### config.mk
export PLATFORM = sky130hd
export DESIGN_NAME = ptodr_ctrl
export DESIGN_NICKNAME = d
export VERILOG_FILES = /design/src/design/ptodr_pkg.sv /design/src/design/ptodr_sync.sv /design/src/design/ptodr_ctrl.sv
export SDC_FILE = /design/constraint.sdc
export NUM_CORES = 1
export LEC_CHECK = 0
export ABC_AREA = 1
export BUFFER_PORTS_ARGS = -buffer_cell sky130_fd_sc_hd__buf_4
export CORE_UTILIZATION = 40
export DETAILED_ROUTE_END_ITERATION = 10
export HOLD_SLACK_MARGIN = 0.06
export SYNTH_ARGS = -nofsm -noshare
export SYNTH_HDL_FRONTEND = slang
export SYNTH_SLANG_ARGS = --single-unit
### constraint.sdc
create_clock -name pclk -period 2.1 [get_ports pclk]
set_input_delay 0.21 -clock pclk [delete_from_list [all_inputs] [get_ports pclk]]
set_output_delay 0.21 -clock pclk [all_outputs]
set_load 0.005 [all_outputs]
### src/design/ptodr_pkg.sv
// ptodr_pkg: constants, register map and types for the power take-off
// disengage / reengage controller.
// assumes a single 10 MHz pclk domain and an APB slave on the register side.
//
// Functional notes
// - every enable is one bit; 0 disables the rule, 1 enables it.
// - engine stop drops engagement when its enable is set.
// - engine speed above drop limit (default 1800, max 5000) drops engagement.
// - leaving neutral drops engagement when its enable is set.
// - releasing the park brake drops engagement when its enable is set.
// - vehicle speed above drop limit (default 0, max 100) drops engagement.
// - after an engine-stop drop, engagement resumes when the engine runs again.
// - after an engine-overspeed drop, resume once engine speed falls below engage limit.
// - after an external-input drop, resume once the input goes inactive.
// - key returning to run permits re-engagement.
// - after a gear-out drop, resume once neutral is selected again.
// - after a park-brake drop, resume once the park brake is reapplied.
// - after a vehicle-overspeed drop, resume once speed falls below engage limit.
// - engine engage limit is programmable, default 1000, range 100 to 5000.
package ptodr_pkg;

    localparam int unsigned ADDR_W = 12;
    localparam int unsigned SPEED_W = 13;
    localparam int unsigned VSPEED_W = 7;

    // register byte offsets
    localparam logic [ADDR_W-1:0] CTRL_OFS = 12'h000;
    localparam logic [ADDR_W-1:0] ENG_DROP_OFS = 12'h004;
    localparam logic [ADDR_W-1:0] ENG_ENGAGE_OFS = 12'h008;
    localparam logic [ADDR_W-1:0] VEH_DROP_OFS = 12'h00c;
    localparam logic [ADDR_W-1:0] VEH_ENGAGE_OFS = 12'h010;
    localparam logic [ADDR_W-1:0] STATUS_OFS = 12'h014;

    // enable bit positions in the control register
    localparam int unsigned B_ENG_STOP_DROP = 0;
    localparam int unsigned B_ENG_OVS_DROP = 1;
    localparam int unsigned B_GEAR_OUT_DROP = 2;
    localparam int unsigned B_HBRK_DROP = 3;
    localparam int unsigned B_VEH_OVS_DROP = 4;
    localparam int unsigned B_EXT_DROP = 5;
    localparam int unsigned B_ENG_RESTART_RES = 8;
    localparam int unsigned B_ENG_SLOW_RES = 9;
    localparam int unsigned B_EXT_RES = 10;
    localparam int unsigned B_IGN_RUN_RES = 11;
    localparam int unsigned B_GEAR_NEUT_RES = 12;
    localparam int unsigned B_HBRK_APPLY_RES = 13;
    localparam int unsigned B_VEH_SLOW_RES = 14;
    localparam int unsigned CTRL_W = 15;

    // engine overspeed drop and engine slowdown resume default on
    localparam logic [CTRL_W-1:0] CTRL_RST = 15'h0202;
    localparam logic [SPEED_W-1:0] ENG_DROP_RST = 13'h0708;
    localparam logic [SPEED_W-1:0] ENG_DROP_MAX = 13'h1388;
    localparam logic [SPEED_W-1:0] ENG_ENGAGE_RST = 13'h03e8;
    localparam logic [SPEED_W-1:0] ENG_ENGAGE_MIN = 13'h0064;
    localparam logic [SPEED_W-1:0] ENG_ENGAGE_MAX = 13'h1388;
    localparam logic [VSPEED_W-1:0] VEH_DROP_RST = 7'h00;
    localparam logic [VSPEED_W-1:0] VEH_DROP_MAX = 7'h64;
    // vehicle engage limit has no printed default in this block's scope
    localparam logic [VSPEED_W-1:0] VEH_ENGAGE_RST = 7'h03;
    localparam logic [VSPEED_W-1:0] VEH_ENGAGE_MAX = 7'h64;

    // status register layout
    localparam int unsigned S_ENGAGED = 0;
    localparam int unsigned S_CAUSE_LSB = 4;
    localparam int unsigned S_LOCKOUT = 8;

    typedef enum logic [2:0] {
        PTODR_CAUSE_NONE,
        PTODR_CAUSE_ENG_STOP,
        PTODR_CAUSE_ENG_OVS,
        PTODR_CAUSE_GEAR_OUT,
        PTODR_CAUSE_HBRK,
        PTODR_CAUSE_VEH_OVS,
        PTODR_CAUSE_EXT,
        PTODR_CAUSE_IGN
    } ptodr_cause_t;

endpackage

### src/design/ptodr_sync.sv
// ptodr_sync: two flip-flop synchroniser for a bundle of level inputs.
// assumes the inputs are slow pins unrelated to pclk.
`timescale 1ns/10ps
module ptodr_sync #(
    parameter int unsigned W = 1
) (
    input wire logic pclk,
    input wire logic presetn,
    input wire logic [W-1:0] d,
    output logic [W-1:0] q
);
    logic [W-1:0] meta_reg;

    always_ff @(posedge pclk or negedge presetn) begin
        if (!presetn) begin
            meta_reg <= '0;
            q <= '0;
        end else begin
            meta_reg <= d;
            q <= meta_reg;
        end
    end
endmodule

### src/design/ptodr_ctrl.sv
// ptodr_ctrl: power take-off disengage / reengage rule engine with APB registers.
// assumes sensor levels and speeds arrive asynchronously on pins; speed bits are
// synchronised on their own, and a word is used only once two samples agree.
`timescale 1ns/10ps
module ptodr_ctrl (
    input wire logic pclk,
    input wire logic presetn,
    input wire logic psel,
    input wire logic penable,
    input wire logic pwrite,
    input wire logic [ptodr_pkg::ADDR_W-1:0] paddr,
    input wire logic [31:0] pwdata,
    input wire logic [3:0] pstrb,
    output logic [31:0] prdata,
    output logic pready,
    output logic pslverr,
    input wire logic operator_switch,
    input wire logic engine_running,
    input wire logic [ptodr_pkg::SPEED_W-1:0] engine_speed,
    input wire logic [ptodr_pkg::VSPEED_W-1:0] vehicle_speed,
    input wire logic gear_neutral,
    input wire logic handbrake_set,
    input wire logic ignition_run,
    input wire logic ext_input_active,
    output logic engage_cmd
);
    import ptodr_pkg::*;

    localparam int unsigned NSYNC = 6 + SPEED_W + VSPEED_W;

    ////////////////////////////////////////////////////////////////////////
    // input synchronisers

    logic [NSYNC-1:0] raw_in;
    logic [NSYNC-1:0] syn_in;
    logic sw_s, run_s, neut_s, hbrk_s, ign_s, ext_s;
    logic [SPEED_W-1:0] espd_s;
    logic [VSPEED_W-1:0] vspd_s;
    logic [SPEED_W-1:0] espd_sync;
    logic [SPEED_W-1:0] espd_prev_reg;
    logic [SPEED_W-1:0] espd_hold_reg;
    logic [VSPEED_W-1:0] vspd_sync;
    logic [VSPEED_W-1:0] vspd_prev_reg;
    logic [VSPEED_W-1:0] vspd_hold_reg;

    assign raw_in = {operator_switch, engine_running, gear_neutral, handbrake_set,
                     ignition_run, ext_input_active, engine_speed, vehicle_speed};
    assign {sw_s, run_s, neut_s, hbrk_s, ign_s, ext_s, espd_sync, vspd_sync} = syn_in;

    ptodr_sync #(
        .W(NSYNC)
    ) u_sync (
        .pclk(pclk),
        .presetn(presetn),
        .d(raw_in),
        .q(syn_in)
    );

    // bits of a moving speed may land on different edges; taking a word only
    // after two equal samples keeps a torn value from tripping a limit
    always_ff @(posedge pclk or negedge presetn) begin
        if (!presetn) begin
            espd_prev_reg <= '0;
            vspd_prev_reg <= '0;
        end else begin
            espd_prev_reg <= espd_sync;
            vspd_prev_reg <= vspd_sync;
        end
    end

    always_ff @(posedge pclk or negedge presetn) begin
        if (!presetn) begin
            espd_hold_reg <= '0;
            vspd_hold_reg <= '0;
        end else begin
            if (espd_sync == espd_prev_reg) begin
                espd_hold_reg <= espd_sync;
            end
            if (vspd_sync == vspd_prev_reg) begin
                vspd_hold_reg <= vspd_sync;
            end
        end
    end

    assign espd_s = espd_hold_reg;
    assign vspd_s = vspd_hold_reg;

    ////////////////////////////////////////////////////////////////////////
    // registers

    logic [CTRL_W-1:0] ctrl_reg;
    logic [SPEED_W-1:0] eng_drop_reg;
    logic [SPEED_W-1:0] eng_engage_reg;
    logic [VSPEED_W-1:0] veh_drop_reg;
    logic [VSPEED_W-1:0] veh_engage_reg;
    logic engaged_reg;
    logic lockout_reg;
    ptodr_cause_t cause_reg;
    logic sw_prev_reg;

    logic wr_en;
    logic rd_en;
    logic addr_ok;

    // clamp a written limit into its legal range
    function automatic logic [SPEED_W-1:0] clamp_speed(
        input logic [SPEED_W-1:0] v,
        input logic [SPEED_W-1:0] lo,
        input logic [SPEED_W-1:0] hi
    );
        logic [SPEED_W-1:0] r;
        r = v;
        if (v < lo) begin
            r = lo;
        end else if (v > hi) begin
            r = hi;
        end
        return r;
    endfunction

    assign addr_ok = (paddr == CTRL_OFS) || (paddr == ENG_DROP_OFS) ||
                     (paddr == ENG_ENGAGE_OFS) || (paddr == VEH_DROP_OFS) ||
                     (paddr == VEH_ENGAGE_OFS) || (paddr == STATUS_OFS);
    assign pready = 1'b1;
    assign pslverr = psel && penable && !addr_ok;
    // zero-wait slave: write acts on the access edge when all lanes are strobed
    assign wr_en = psel && penable && pwrite && addr_ok && (&pstrb);
    assign rd_en = psel && !penable && !pwrite;

    // one bit per enable, written whole
    always_ff @(posedge pclk or negedge presetn) begin
        if (!presetn) begin
            ctrl_reg <= CTRL_RST;
        end else if (wr_en && paddr == CTRL_OFS) begin
            ctrl_reg <= pwdata[CTRL_W-1:0];
        end
    end

    always_ff @(posedge pclk or negedge presetn) begin
        if (!presetn) begin
            eng_drop_reg <= ENG_DROP_RST;
            eng_engage_reg <= ENG_ENGAGE_RST;
            veh_drop_reg <= VEH_DROP_RST;
            veh_engage_reg <= VEH_ENGAGE_RST;
        end else if (wr_en) begin
            if (paddr == ENG_DROP_OFS) begin
                eng_drop_reg <= clamp_speed(pwdata[SPEED_W-1:0], '0, ENG_DROP_MAX);
            end
            if (paddr == ENG_ENGAGE_OFS) begin
                eng_engage_reg <= clamp_speed(pwdata[SPEED_W-1:0], ENG_ENGAGE_MIN,
                                              ENG_ENGAGE_MAX);
            end
            if (paddr == VEH_DROP_OFS) begin
                veh_drop_reg <= VSPEED_W'(clamp_speed(SPEED_W'(pwdata[VSPEED_W-1:0]), '0,
                                              SPEED_W'(VEH_DROP_MAX)));
            end
            if (paddr == VEH_ENGAGE_OFS) begin
                veh_engage_reg <= VSPEED_W'(clamp_speed(SPEED_W'(pwdata[VSPEED_W-1:0]),
                                              '0, SPEED_W'(VEH_ENGAGE_MAX)));
            end
        end
    end

    // read data registered in the setup cycle so it is stable in access
    always_ff @(posedge pclk or negedge presetn) begin
        if (!presetn) begin
            prdata <= '0;
        end else if (rd_en) begin
            case (paddr)
                CTRL_OFS: prdata <= 32'(ctrl_reg);
                ENG_DROP_OFS: prdata <= 32'(eng_drop_reg);
                ENG_ENGAGE_OFS: prdata <= 32'(eng_engage_reg);
                VEH_DROP_OFS: prdata <= 32'(veh_drop_reg);
                VEH_ENGAGE_OFS: prdata <= 32'(veh_engage_reg);
                STATUS_OFS: begin
                    prdata <= (32'(engaged_reg) << S_ENGAGED) |
                              (32'(cause_reg) << S_CAUSE_LSB) |
                              (32'(lockout_reg) << S_LOCKOUT);
                end
                default: prdata <= '0;
            endcase
        end
    end

    ////////////////////////////////////////////////////////////////////////
    // drop and resume conditions

    logic drop_stop, drop_eovs, drop_gear, drop_hbrk, drop_vovs, drop_ext, drop_any;
    logic resume_ok;
    ptodr_cause_t drop_cause;
    logic sw_rise;

    assign drop_stop = ctrl_reg[B_ENG_STOP_DROP] && !run_s;
    assign drop_eovs = ctrl_reg[B_ENG_OVS_DROP] && (espd_s > eng_drop_reg);
    assign drop_gear = ctrl_reg[B_GEAR_OUT_DROP] && !neut_s;
    assign drop_hbrk = ctrl_reg[B_HBRK_DROP] && !hbrk_s;
    assign drop_vovs = ctrl_reg[B_VEH_OVS_DROP] && (vspd_s > veh_drop_reg);
    assign drop_ext = ctrl_reg[B_EXT_DROP] && ext_s;
    // key out of run always drops; only its resume is programmable
    assign drop_any = drop_stop || drop_eovs || drop_gear || drop_hbrk || drop_vovs ||
                      drop_ext || !ign_s;
    assign sw_rise = sw_s && !sw_prev_reg;

    // first matching condition names the cause
    always_comb begin
        drop_cause = PTODR_CAUSE_NONE;
        if (!ign_s) begin
            drop_cause = PTODR_CAUSE_IGN;
        end else if (drop_stop) begin
            drop_cause = PTODR_CAUSE_ENG_STOP;
        end else if (drop_eovs) begin
            drop_cause = PTODR_CAUSE_ENG_OVS;
        end else if (drop_gear) begin
            drop_cause = PTODR_CAUSE_GEAR_OUT;
        end else if (drop_hbrk) begin
            drop_cause = PTODR_CAUSE_HBRK;
        end else if (drop_vovs) begin
            drop_cause = PTODR_CAUSE_VEH_OVS;
        end else if (drop_ext) begin
            drop_cause = PTODR_CAUSE_EXT;
        end
    end

    // resume needs the recorded cause cleared and its own enable
    always_comb begin
        case (cause_reg)
            PTODR_CAUSE_ENG_STOP: resume_ok = ctrl_reg[B_ENG_RESTART_RES] && run_s;
            PTODR_CAUSE_ENG_OVS: begin
                resume_ok = ctrl_reg[B_ENG_SLOW_RES] && (espd_s < eng_engage_reg);
            end
            PTODR_CAUSE_EXT: resume_ok = ctrl_reg[B_EXT_RES] && !ext_s;
            PTODR_CAUSE_IGN: resume_ok = ctrl_reg[B_IGN_RUN_RES] && ign_s;
            PTODR_CAUSE_GEAR_OUT: resume_ok = ctrl_reg[B_GEAR_NEUT_RES] && neut_s;
            PTODR_CAUSE_HBRK: resume_ok = ctrl_reg[B_HBRK_APPLY_RES] && hbrk_s;
            PTODR_CAUSE_VEH_OVS: begin
                resume_ok = ctrl_reg[B_VEH_SLOW_RES] && (vspd_s < veh_engage_reg);
            end
            default: resume_ok = 1'b0;
        endcase
    end

    ////////////////////////////////////////////////////////////////////////
    // engagement state

    always_ff @(posedge pclk or negedge presetn) begin
        if (!presetn) begin
            sw_prev_reg <= 1'b0;
        end else begin
            sw_prev_reg <= sw_s;
        end
    end

    // switch off clears everything; drops always beat resumes
    always_ff @(posedge pclk or negedge presetn) begin
        if (!presetn) begin
            engaged_reg <= 1'b0;
            cause_reg <= PTODR_CAUSE_NONE;
            lockout_reg <= 1'b0;
        end else if (!sw_s) begin
            engaged_reg <= 1'b0;
            cause_reg <= PTODR_CAUSE_NONE;
            lockout_reg <= 1'b0;
        end else if (engaged_reg) begin
            if (drop_any) begin
                engaged_reg <= 1'b0;
                cause_reg <= drop_cause;
            end
        end else if (cause_reg != PTODR_CAUSE_NONE) begin
            if (resume_ok && !drop_any && !lockout_reg) begin
                engaged_reg <= 1'b1;
                cause_reg <= PTODR_CAUSE_NONE;
            end else if (!resume_ok && drop_cause == PTODR_CAUSE_NONE) begin
                // cause cleared but not resumable: wait for a switch cycle
                lockout_reg <= 1'b1;
            end
        end else if (sw_rise && !lockout_reg && !drop_any) begin
            engaged_reg <= 1'b1;
        end
    end

    assign engage_cmd = engaged_reg;
endmodule

==> flow_metrics.py <==
metrics = {
    "power": {
        "power_frac_clock_pct": 42.4,
        "p_int_mw": 5.248,
        "pwr-share-comb_pct": 9.5,
        "p_total_mw": 7.151,
        "p_seq_share_pct": 48.1,
        "power.leakage_nw": 4.764,
        "power.density_nw_per_um2": 729.2,
        "swShare_pct": 26.61,
        "netSwitchingPower_mw": 1.903,
        "ir_worst_vdd_mv": 0.6809,
    },
    "logic_synthesis": {
        "synth_seq_cells": 168,
        "synth_cells": 871,
        "synth_area_sq_um": 7838,
        "ys_seq_area_share_pct": 53.86,
        "ys_types": 43,
        "synth_edf_count": 0,
        "ys_async_sr_fraction_pct": 100.0,
        "yosys_most_used_dff": "dfrtp_1",
        "syn_avg_cell_area_sq_um": 8.998,
        "yosys_warnings": 0,
    },
    "floorplan": {
        "io_pins": 114,
        "initial_core_util_pct": 41.35,
        "core_sq_um": 18960,
        "die_h_microns": 142.0,
        "dieArea_sq_um": 20160,
        "die_x_microns": 142.0,
        "rows": 50,
    },
    "timing": {
        "slew_viol_final": 0,
        "postLayoutSetupSlackWorst_ps": 73.84,
        "hold_viol": 0,
        "fmax_mhz": 493.5,
        "setup_viol": 0,
        "skew_ps": 7.546,
        "worst_pin_slew_ps": 511.0,
        "rsz0062_at_grt": "yes",
        "relSlewSlack_pct": 65.93,
        "period_share_pct": 96.48,
        "timing.setup.tns_ps": 0,
        "final.min_clock_period_ps": 2026,
    },
    "routing": {
        "vias": 6051,
        "ant_nets": 0,
        "drc": 0,
        "vias_per_cell": 4.735,
        "dr.pass1.iters": 4,
        "routed_wl_microns": 17940,
        "drtIter0Drc": 331,
        "routedWlPerCell_microns": 14.03,
    },
    "global_route": {
        "grt_pass1_vias": 5888,
        "grt_max_degree": 56,
        "antenna_found_initial": 0,
        "grtUsageTotal_pct": 19.22,
        "grt_pass1_wl_microns": 29490,
        "grt-ovfl-total": 0,
    },
    "worst_setup_path": {
        "crit_fanout": 4,
        "slowest_delay_ps": 430,
        "cp.required_ps": 2430,
        "worstPathArrival_ps": 2350,
        "crit_chain": "ha_1, nand2_1, nor2_4, buf_4, a21oi_2, nand2_1, nand2_2, nand2_2, nor2_4, nand2_1, nand2_1, nand2_1, nand2_1, nand2_1",
        "critPathTopFamily": "simple AND/OR/NAND/NOR gates",
        "worst-setup-path-type": "reg -> reg",
        "cp_common_cell": "nand2_1",
        "rrSetupSlack_ps": 70,
        "start_kind": "flip-flop",
        "cp-end-kind": "flip-flop",
        "cp_slowest_cell": "dfrtp_1",
        "critPathBufInv": 1,
    },
    "final_layout": {
        "final_cell_mix": "nand2_1 (235), dfrtp_1 (154), inv_1 (99)",
        "drive_gt1_share_pct": 19.55,
        "fin_nets": 1122,
        "stdcell_area_sq_um": 9807,
        "fillCellCount": 1761,
        "antenna_cells": 0,
        "finish.utilization_pct": 51.74,
        "final_common_cell": "nand2_1",
        "area_delta_synth_final_pct": 25.13,
    },
    "clock_tree": {
        "cts_buffers": 17,
        "root_buffer": "clkbuf_16",
        "clkSinkCount": 168,
        "clk_latency_ps": 430,
        "cts_htree_levels": 4,
        "cts_tree": "yes",
        "clk_pin_slew_worst_paths_ps": 70,
        "clk_path_buf_depth": 2,
    },
    "placed_design": {
        "placed_area_sq_um": 8760,
        "io_buffers": 78,
        "place_ws_ps": -62.70,
        "gp_congestion": 0.8785,
        "dp_hpwl_microns": 13310,
    },
    "status": {
        "status": "finished, final reports clean",
    },
    "hold_path": {
        "hp-class": "in -> reg",
    },
    "job": {
        "cap_violations": 0,
    },
}
==> synthesized netlist by cell type, types with 2 or more instances <==
master    number  area (sq um)
nand2_1      242         908.4
dfrtp_1      154          3854
inv_1        101         379.1
nand3_1       49         245.2
nor2_1        47         176.4
ha_1          38         475.5
o21ai_1       36         180.2
o21ai_0       33         165.2
a21oi_1       26         130.1
buf_4         18         135.1
dfstp_2       14         367.9
o21ai_2       13         113.9
nand4_1       11         68.82
xnor2_1        9         78.83
xor2_1         9         78.83
buf_2          8         40.04
clkbuf_1       7         26.28
nor3_1         6         30.03
inv_2          5         18.77
nand2_2        4         25.02
o211ai_1       4         30.03
o22ai_1        4         25.02
buf_6          3         33.78
nor2_4         3         33.78
nor4_1         3         18.77
a211oi_1       2         15.01
a21o_1         2         15.01
conb_1         2         7.510
inv_4          2         12.51
nor4_2         2         25.02
or2_2          2         12.51
==> final timing paths <==
path                                    start               to  cells past startpoint
max                         espd_hold_reg[12]      lockout_reg                     14
min                                 pwdata[7]  eng_drop_reg[7]                      3
max reg2reg                 espd_hold_reg[12]      lockout_reg                     14
min reg2reg                u_sync.meta_reg[1]      u_sync.q[1]                      0
max in group asynchronous             presetn      ctrl_reg[9]                      3
min in group asynchronous             presetn      u_sync.q[1]                      2
==> worst register-to-register path, delay by kind of cell, from the launching register on <==
kind / cells / cell delay, ps
adder cells (fa/ha/maj): 1 / 330
AND/OR/NAND/NOR: 11 / 890
buffers and inverters: 1 / 130
AO/OA/AOI/OAI: 1 / 130
flip-flops: 1 / 430
==> what timing repair did <==
item                                    CTS  global route
pin swaps                                 0            10
resized for setup                         2            22
endpoints found under the setup margin    5             7
hold endpoints to repair                 78             0
hold buffers                             35             0
setup buffers                             0             1
==> power groups by stage <==
stage	Clock, mW	Sequential [mW]	Combinational, mW
2_1_floorplan	0	3.47	0.366
3_3_place_gp	0	3.50	0.618
3_5_place_dp	0	3.50	0.632
4_1_cts	3.11	3.44	0.687
5_1_grt	3.24	3.46	0.776
6_report	3.03	3.44	0.681
==> cell families after synthesis <==
group           Yosys count  synth area share (%)
flops                   168                 53.86
xor+xnor                 18                 2.012
compound gates          127                 9.403
fa+ha+maj                38                 6.066
buf+inv                 145                 8.285
other cells               2               0.09582
simple gates            373                 20.27
==> cell type report <==
class | instances | area, sq um | share of cell area [%]
Timing Repair Buffer | 135 | 1130 | 11.52
Inverter | 109 | 414.1 | 4.223
Multi-Input combinational cell | 574 | 3134 | 31.96
Tap cell | 260 | 325.3 | 3.317
Sequential cell | 168 | 4222 | 43.05
Clock buffer | 17 | 425.4 | 4.338
Clock inverter | 15 | 156.4 | 1.595
==> stage by stage <==
stage | instances | hold slack, ps
detailed placement | 1210 | 206.3
floorplan | 887 | -85.59
CTS | 1277 | 62.94
global route | 1278 | 72.29
global placement | 1210 | 206.4
finish | 1278 | 91.14
==> metal layers <==
layer	vias to the layer above	GRT usage (%)	routed length [microns]
met2	122	31.32	8544
met5	-	0	0
li1	3057	-	-
met1	2857	26.12	8530
met4	0	6.621	191
met3	15	3.028	669
Note: power is estimated with default switching activity, not from simulation.
